===== config.mk =====
export PLATFORM = sky130hd
export DESIGN_NAME = efb_frame_builder
export DESIGN_NICKNAME = d
export VERILOG_FILES = /design/src/efb_pkg.sv /design/src/efb_frame_builder.sv
export SDC_FILE = /design/constraint.sdc
export NUM_CORES = 1
export LEC_CHECK = 0
export BUFFER_PORTS_ARGS = -buffer_cell sky130_fd_sc_hd__buf_4
export CAP_MARGIN = 15
export CORE_ASPECT_RATIO = 1.25
export CORE_MARGIN = 3
export CORE_UTILIZATION = 47
export CTS_BUF_LIST = sky130_fd_sc_hd__clkbuf_4 sky130_fd_sc_hd__clkbuf_8
export DETAILED_ROUTE_END_ITERATION = 8
export GPL_TIMING_DRIVEN = 0
export PLACE_DENSITY_LB_ADDON = 0.12
export SLEW_MARGIN = 0
export SYNTH_ARGS = -nofsm -noshare
export SYNTH_HDL_FRONTEND = slang
export SYNTH_SLANG_ARGS = --single-unit

===== constraint.sdc =====
create_clock -name sys_clk -period 4.4 [get_ports sys_clk]
set_input_delay 0 -clock sys_clk [delete_from_list [all_inputs] [get_ports sys_clk]]
set_output_delay 0 -clock sys_clk [all_outputs]
set_load 0.01 [all_outputs]

===== src/efb_pkg.sv =====
/*
 Shared constants of the emergency frame builder: event kinds, error codes,
 error register bits, identifier bases and frame layout.
 Assumes a CAN controller that accepts one frame at a time on a valid/ready pair.
*/
package efb_pkg;
   // ==========================================================
   // Event kinds
   typedef enum logic [4:0] {
      EV_SUPPLY_HIGH, EV_SUPPLY_LOW, EV_FIELD_LOW, EV_ENCODER, EV_SERIAL,
      EV_CNT_GENERAL, EV_CNT_DIAG, EV_LIST_ADAPT, EV_LIST_INCOMPAT,
      EV_LIST_EXPAND, EV_LIST_REMOVED, EV_GUARD_FAIL, EV_BUSOFF_LEFT,
      EV_FORCED_OUTPUT, EV_ONEWIRE, EV_ERROR_RESET
   } efb_event_type;
   // ==========================================================
   // Error codes
   localparam logic [15:0] CODE_RESET = 16'h0000;
   localparam logic [15:0] CODE_SUPPLY_HIGH = 16'h3110;
   localparam logic [15:0] CODE_SUPPLY_LOW = 16'h3120;
   localparam logic [15:0] CODE_FIELD_LOW = 16'h3320;
   localparam logic [15:0] CODE_MODULE = 16'h7000;
   localparam logic [15:0] CODE_CNT_GENERAL = 16'h7010;
   localparam logic [15:0] CODE_CNT_DIAG = 16'h7011;
   localparam logic [15:0] CODE_LIST_ADAPT = 16'h707A;
   localparam logic [15:0] CODE_LIST_INCOMPAT = 16'h707D;
   localparam logic [15:0] CODE_LIST_EXPAND = 16'h707E;
   localparam logic [15:0] CODE_LIST_REMOVED = 16'h707F;
   localparam logic [15:0] CODE_GUARD_FAIL = 16'h8130;
   localparam logic [15:0] CODE_BUSOFF_LEFT = 16'h8140;
   localparam logic [15:0] CODE_FORCED_OUTPUT = 16'h9009;
   // ==========================================================
   // Error register bits
   localparam int ERB_GENERIC = 0;
   localparam int ERB_CURRENT = 1;
   localparam int ERB_VOLTAGE = 2;
   localparam int ERB_TEMPERATURE = 3;
   localparam int ERB_COMM = 4;
   localparam int ERB_PROFILE = 5;
   localparam int ERB_MANUFACTURER = 7;
   localparam logic [7:0] ERR_REG_NONE = 8'h00;
   // ==========================================================
   // Identifiers and frame layout
   localparam logic [10:0] EMCY_ID_BASE = 11'h080;
   localparam logic [10:0] GUARD_ID_BASE = 11'h700;
   localparam logic [3:0] EMCY_DLC = 4'h8;
   localparam logic [3:0] BOOT_DLC = 4'h1;
   localparam logic [7:0] BOOT_DATA = 8'h00;
   localparam logic [7:0] ZERO_BYTE = 8'h00;
   localparam logic [6:0] NODE_ID_RESET = 7'h00;
   localparam logic [63:0] FRAME_ZERO = 64'h0000_0000_0000_0000;
endpackage


===== src/efb_frame_builder.sv =====
/*
 Emergency frame builder: turns one error event into an 8-byte emergency
 frame, and sends one boot-up frame after every reset.
 Assumes the CAN controller holds tx_ready low while busy, and that the event
 source holds ev_valid with its fields until ev_ready.
*/
module efb_frame_builder
   import efb_pkg::*;
(
   // Clock and reset
   input wire logic sys_clk,
   input wire logic rst,
   // Node configuration
   input wire logic [6:0] node_id,
   // Error events
   input wire logic ev_valid,
   input efb_event_type ev_kind,
   input wire logic [7:0] ev_module,
   input wire logic [7:0] ev_channel,
   input wire logic [7:0] ev_detail,
   input wire logic [63:0] ev_diag,
   input wire logic ev_gateway,
   output logic ev_ready,
   // Frame to the CAN controller
   output logic tx_valid,
   input wire logic tx_ready,
   output logic [10:0] tx_id,
   output logic [3:0] tx_dlc,
   output logic [63:0] tx_data
);
   // ==========================================================
   // Frame composition
   // Byte n of the frame sits at tx_data[8n+7:8n]
   function automatic logic [63:0] compose(
      input efb_event_type kind,
      input logic [7:0] md,
      input logic [7:0] ch,
      input logic [7:0] dt,
      input logic [63:0] dg,
      input logic gw);
      logic [15:0] code;
      logic [7:0] er;
      logic [7:0] b3;
      logic [7:0] b4;
      logic [7:0] b5;
      logic [7:0] b6;
      logic [7:0] b7;
      logic [7:0] mdz;
      logic [7:0] chz;
      code = CODE_RESET;
      er = ERR_REG_NONE;
      b3 = ZERO_BYTE;
      b4 = ZERO_BYTE;
      b5 = ZERO_BYTE;
      b6 = ZERO_BYTE;
      b7 = ZERO_BYTE;
      mdz = gw ? ZERO_BYTE : md;
      chz = gw ? ZERO_BYTE : ch;
      case (kind)
         EV_SUPPLY_HIGH: begin
            code = CODE_SUPPLY_HIGH;
            er[ERB_VOLTAGE] = 1'b1;
            b4 = chz;
         end
         EV_SUPPLY_LOW: begin
            code = CODE_SUPPLY_LOW;
            er[ERB_VOLTAGE] = 1'b1;
            b3 = mdz;
            b4 = chz;
         end
         EV_FIELD_LOW: begin
            code = CODE_FIELD_LOW;
            er[ERB_VOLTAGE] = 1'b1;
            b3 = mdz;
            b4 = chz;
         end
         EV_ENCODER, EV_SERIAL: begin
            // Detail byte is the caller's fault code, passed as is
            code = CODE_MODULE;
            er[ERB_MANUFACTURER] = 1'b1;
            b3 = mdz;
            b4 = chz;
            b5 = dt;
         end
         EV_CNT_GENERAL, EV_CNT_DIAG: begin
            code = (kind == EV_CNT_GENERAL) ? CODE_CNT_GENERAL : CODE_CNT_DIAG;
            er[ERB_GENERIC] = 1'b1;
            er[ERB_MANUFACTURER] = 1'b1;
            b3 = mdz;
         end
         EV_LIST_ADAPT, EV_LIST_INCOMPAT, EV_LIST_EXPAND, EV_LIST_REMOVED: begin
            case (kind)
               EV_LIST_ADAPT: code = CODE_LIST_ADAPT;
               EV_LIST_INCOMPAT: code = CODE_LIST_INCOMPAT;
               EV_LIST_EXPAND: code = CODE_LIST_EXPAND;
               default: code = CODE_LIST_REMOVED;
            endcase
            er[ERB_MANUFACTURER] = 1'b1;
            b3 = mdz;
         end
         EV_GUARD_FAIL: begin
            code = CODE_GUARD_FAIL;
            er[ERB_COMM] = 1'b1;
         end
         EV_BUSOFF_LEFT: begin
            code = CODE_BUSOFF_LEFT;
            er[ERB_COMM] = 1'b1;
         end
         EV_FORCED_OUTPUT: begin
            code = CODE_FORCED_OUTPUT;
            er[ERB_MANUFACTURER] = 1'b1;
         end
         EV_ONEWIRE: begin
            code = CODE_MODULE;
            er[ERB_MANUFACTURER] = 1'b1;
            b3 = mdz;
            b4 = dg[7:0];
            b5 = dg[15:8];
            b6 = dg[23:16] | dg[39:32] | dg[55:48];
            b7 = dg[31:24] | dg[47:40] | dg[63:56];
         end
         EV_ERROR_RESET: begin
            code = CODE_RESET;
         end
         default: begin
            code = CODE_RESET;
         end
      endcase
      // Low byte of the code goes out first
      compose = {b7, b6, b5, b4, b3, er, code[15:8], code[7:0]};
   endfunction

   // ==========================================================
   // Sequencer
   typedef enum logic [1:0] {ST_BOOT, ST_IDLE, ST_SEND} efb_state_type;
   efb_state_type state_r;
   logic [63:0] frame;
   logic tx_take;
   assign frame = compose(ev_kind, ev_module, ev_channel, ev_detail, ev_diag, ev_gateway);
   assign tx_take = tx_valid && tx_ready;

   always_ff @(posedge sys_clk) begin
      if (rst) begin
         state_r <= ST_BOOT;
      end else begin
         case (state_r)
            ST_BOOT: if (tx_take) state_r <= ST_IDLE;
            ST_IDLE: if (ev_valid) state_r <= ST_SEND;
            ST_SEND: if (tx_take) state_r <= ST_IDLE;
            default: state_r <= ST_IDLE;
         endcase
      end
   end

   // Boot-up frame is held from reset until taken, so nothing can overtake it
   always_ff @(posedge sys_clk) begin
      if (rst) begin
         tx_valid <= 1'b0;
         tx_id <= GUARD_ID_BASE;
         tx_dlc <= BOOT_DLC;
         tx_data <= FRAME_ZERO;
         ev_ready <= 1'b0;
      end else begin
         ev_ready <= 1'b0;
         if (state_r == ST_BOOT && !tx_valid) begin
            tx_valid <= 1'b1;
            tx_id <= GUARD_ID_BASE + {4'h0, node_id};
            tx_dlc <= BOOT_DLC;
            tx_data <= {56'h0, BOOT_DATA};
         end else if (state_r == ST_IDLE && ev_valid && !ev_ready) begin
            tx_valid <= 1'b1;
            tx_id <= EMCY_ID_BASE + {4'h0, node_id};
            tx_dlc <= EMCY_DLC;
            tx_data <= frame;
            ev_ready <= 1'b1;
         end else if (tx_take) begin
            tx_valid <= 1'b0;
         end
      end
   end

   // ==========================================================
   // Checks
   supply_high_a: assert property (@(posedge sys_clk) disable iff (rst)
      (state_r == ST_IDLE && ev_valid && !ev_ready && ev_kind == EV_SUPPLY_HIGH)
      |=> (tx_data[15:0] == 16'h3110 && tx_data[18] && tx_data[31:24] == 8'h00))
      else $error("supply high frame wrong");
   gateway_zero_a: assert property (@(posedge sys_clk) disable iff (rst)
      (state_r == ST_IDLE && ev_valid && !ev_ready && ev_gateway)
      |=> (tx_data[31:24] == 8'h00
          && (tx_data[39:32] == 8'h00 || $past(ev_kind) == EV_ONEWIRE)))
      else $error("gateway error carries module or channel");
   onewire_or_a: assert property (@(posedge sys_clk) disable iff (rst)
      (state_r == ST_IDLE && ev_valid && !ev_ready && ev_kind == EV_ONEWIRE)
      |=> (tx_data[55:48] == ($past(ev_diag[23:16]) | $past(ev_diag[39:32])
          | $past(ev_diag[55:48]))))
      else $error("one-wire byte 6 not ORed");
   tail_zero_a: assert property (@(posedge sys_clk) disable iff (rst)
      (state_r == ST_IDLE && ev_valid && !ev_ready && ev_kind != EV_ONEWIRE)
      |=> (tx_data[63:48] == 16'h0000))
      else $error("bytes 6 and 7 not zero");
   emcy_id_a: assert property (@(posedge sys_clk) disable iff (rst)
      (state_r == ST_SEND && tx_valid) |-> (tx_id == 11'd128 + {4'h0, node_id}
      && tx_dlc == 4'h8))
      else $error("emergency identifier or length wrong");
   boot_first_a: assert property (@(posedge sys_clk) disable iff (rst)
      $fell(rst) |-> ##1 (tx_valid && tx_dlc == 4'h1 && tx_data[7:0] == 8'h00))
      else $error("boot-up frame missing after reset");
   hold_a: assert property (@(posedge sys_clk) disable iff (rst)
      (tx_valid && !tx_ready) |=> (tx_valid && $stable(tx_data) && $stable(tx_id)))
      else $error("frame changed while stalled");
   reset_code_a: assert property (@(posedge sys_clk) disable iff (rst)
      (state_r == ST_IDLE && ev_valid && !ev_ready && ev_kind == EV_ERROR_RESET)
      |=> (tx_data == 64'h0))
      else $error("error reset frame not zero");
   comm_bit_a: assert property (@(posedge sys_clk) disable iff (rst)
      (state_r == ST_IDLE && ev_valid && !ev_ready && ev_kind == EV_GUARD_FAIL)
      |=> (tx_data[23:0] == 24'h108130))
      else $error("guarding failure frame wrong");
endmodule


==> flow_metrics.py <==
metrics = {
    "run_status": {
        "status": "complete, no violations",
    },
    "floorplan": {
        "die_width_um": 77.2,
        "die_h_um": 95.0,
        "start_util_pct": 49.9,
        "core_mm2": 0.00597,
        "pin_count": 186,
        "die_area_mm2": 0.00733,
        "rows": 31,
    },
    "worst_setup_path": {
        "start_kind": "flop",
        "cp_data_required_time_ns": 4.64,
        "worst_ep_arrival_time_ns": 2.60,
        "critPathKind": "flop to flop",
        "crit_path_end_kind": "flop",
        "crit_fanout": 10,
    },
    "routing": {
        "via_per_inst": 5.51,
        "wl_um": 12800,
        "dr.pass1.iters": 5,
        "routedWlPerCell_um": 18.6,
        "drc": 0,
        "drt_iter0_drc": 167,
        "vias": 3789,
        "antenna_left": 0,
    },
    "power": {
        "p_sw_uw": 377,
        "p_leak_nw": 2.58,
        "p_int_mw": 1.03,
        "swShare_pct": 26.8,
        "pwr-share-clk_pct": 31.8,
        "p_comb_share_pct": 20.2,
        "peakVddDrop_mv": 0.208,
        "totalPowerFinal_mw": 1.41,
        "p_seq_share_pct": 48.0,
        "powerDensity_mw_per_mm2": 261,
    },
    "finish": {
        "utilization_pct": 90.2,
        "final_area_mm2": 0.00539,
        "area_growth_pct": 81.0,
        "insertedDiodeCount": 0,
        "stdcell_count": 688,
        "nNetsFinal": 708,
        "drive_gt1_share_pct": 37.1,
    },
    "clocking": {
        "cts.sinks": 72,
        "htree_levels": 3,
        "cts_root_buf": "clkbuf_8",
        "clk_latency_ns": 0.34,
        "clkTransAtPathRegs_ns": 0.08,
        "cts_made_buffers": 9,
        "clk_path_buf_depth": 2,
        "cts_tree": "built",
        "post-cts-setup-buffers": 0,
    },
    "synth": {
        "synth_warnings": 0,
        "synthCells": 329,
        "yosys_most_used_dff": "dfxtp_1",
        "syn_avg_cell_area_um2": 9.05,
        "syn-cell-area_mm2": 0.00298,
        "synth_edf_count": 0,
        "yosys_register_bits": 72,
        "seq_area_frac_synth_pct": 48.4,
        "synth.distinct_cells": 45,
        "async_flop_share_pct": 0,
    },
    "worst_hold_path": {
        "hold_path.class": "primary input to flop",
    },
    "placed_design": {
        "dp_slack_ns": 2.66,
        "routabilityCongestion": 0.880,
        "dp_hpwl_um": 6990,
        "dp_cells": 592,
        "place_area_mm2": 0.00441,
        "portBuffers": 173,
    },
    "timing": {
        "setup_viol": 0,
        "fin_crit_ns": 2.36,
        "worst-slew-pin-transition_ns": 0.605,
        "fmax_mhz": 423,
        "min_period_over_period_pct": 53.7,
        "rsz0062_at_grt": "false",
        "hold_violations": 0,
        "relSlewSlack_pct": 59.4,
        "slew_violations": 0,
        "tns_ns": 0,
        "finalClockSkew_ns": 0.0103,
        "fin_ws_ns": 2.04,
        "whs_ns": 0.138,
    },
    "global_route": {
        "track_usage_pct": 34.6,
        "grt_max_degree": 12,
        "grt_pass1_wl_um": 19900,
        "antenna_found_initial": 0,
        "grt_pass1_vias": 3821,
        "overflow": 0,
    },
    "flow_run": {
        "maxCapViolCount": 0,
    },
}
==> timing repair <==
| item | 4_1_cts | 5_1_grt |
|---|---|---|
| hold buffers | 82 | 0 |
| hold endpoints to repair | 51 | 0 |
| resized for setup | 0 | 0 |
==> worst max-delay path, cell delays in order, from the launching register on <==
cell and delay (ns):
dfxtp_1 0.32, nand2b_2 0.23, or3b_1 0.40, buf_2 0.20, buf_6 0.16, a221oi_1 0.30
dlygate4sd3_1 0.60, nor2_1 0.04
==> cell type report <==
type | count | area, µm²
timing repair buffer | 255 | 2120
sequential | 72 | 1440
multi-input combinational | 228 | 1350
fill | 271 | 583
buffer | 34 | 204
clock buffer | 10 | 138
tap | 82 | 103
clock inverter | 4 | 22.5
inverter | 3 | 11.3
==> sequential cells by signal (all words and copies together), names as in the netlist <==
name,count
state_r,2
tx_id,9
tx_valid,1
tx_data,57
tx_dlc,2
ev_ready,1
==> synthesized netlist by cell type, types with 3 or more instances <==
| cell | number | area share, % |
|---|---|---|
| dfxtp_1 | 72 | 48 |
| o21ai_0 | 36 | 6.1 |
| nand2_1 | 34 | 4.3 |
| nor2_1 | 31 | 3.9 |
| nor3_1 | 19 | 3.2 |
| a21oi_1 | 16 | 2.7 |
| a221oi_1 | 16 | 4.7 |
| a22o_1 | 13 | 3.8 |
| buf_4 | 11 | 2.8 |
| buf_2 | 10 | 1.7 |
| clkbuf_1 | 10 | 1.3 |
| o21ai_1 | 10 | 1.7 |
| a32o_1 | 7 | 2.4 |
| buf_6 | 3 | 1.1 |
| inv_1 | 3 | 0.38 |
| nand3b_1 | 3 | 0.76 |
==> metal layers <==
| metal | vias to the layer above | GRT usage [%] | part of all wire [%] |
|---|---|---|---|
| li1 | 1722 | - | - |
| met1 | 1785 | 38.0 | 37 |
| met2 | 244 | 60.5 | 49 |
| met3 | 38 | 11.5 | 10 |
| met4 | 0 | 15.6 | 3.3 |
| met5 | - | 0.714 | 0 |
==> power by group through the flow <==
| stage | Clock, mW | Sequential, mW | Combinational (mW) |
|---|---|---|---|
| 2_1_floorplan | 0 | 0.695 | 0.0929 |
| 5_1_grt | 0.472 | 0.677 | 0.305 |
| 3_5_place_dp | 0 | 0.690 | 0.215 |
| 6_report | 0.448 | 0.676 | 0.285 |
| 4_1_cts | 0.445 | 0.675 | 0.267 |
| 3_3_place_gp | 0 | 0.689 | 0.211 |
==> final timing paths <==
kind / from / to / slack (ns) / depth (start not counted)
setup / recovery: ev_ready / tx_data[43] / 2.04 / 7
hold / removal: ev_kind[4] / tx_data[0] / 0.14 / 4
setup reg to reg: ev_ready / tx_data[43] / 2.04 / 7
hold reg to reg: tx_dlc[0] / tx_dlc[0] / 0.46 / 2
==> logic make-up (layout without fill, tap and decap cells) <==
kind of cell	Yosys count	after routing	share of synthesized area, %
AOI/OAI and AO/OA	105	105	23.5
xor gates and xnor gates	2	2	0.588
buffers and inverters	37	306	7.23
DFF	72	72	48.4
muxes	3	3	1.09
other	1	9	0.126
and+or+nand+nor	109	109	19.0
==> cell usage in the layout, fill, tap and decap left out, drive strengths merged, types with 2 or more instances in the layout <==
| cell type | count |
|---|---|
| a21oi | 16 |
| a221oi | 16 |
| a22o | 13 |
| a32o | 7 |
| buf | 197 |
| clkbuf | 20 |
| clkinv | 3 |
| conb | 9 |
| dfxtp | 72 |
| dlygate4sd3 | 82 |
| inv | 3 |
| mux2 | 2 |
| nand2 | 35 |
| nand2b | 4 |
| nand3 | 2 |
| nand3b | 3 |
| nor2 | 32 |
| nor3 | 21 |
| nor4b | 2 |
| o21ai | 46 |
| o221a | 2 |
| or3b | 3 |
| xor2 | 2 |
No activity file was read; power rests on OpenSTA's default activity.
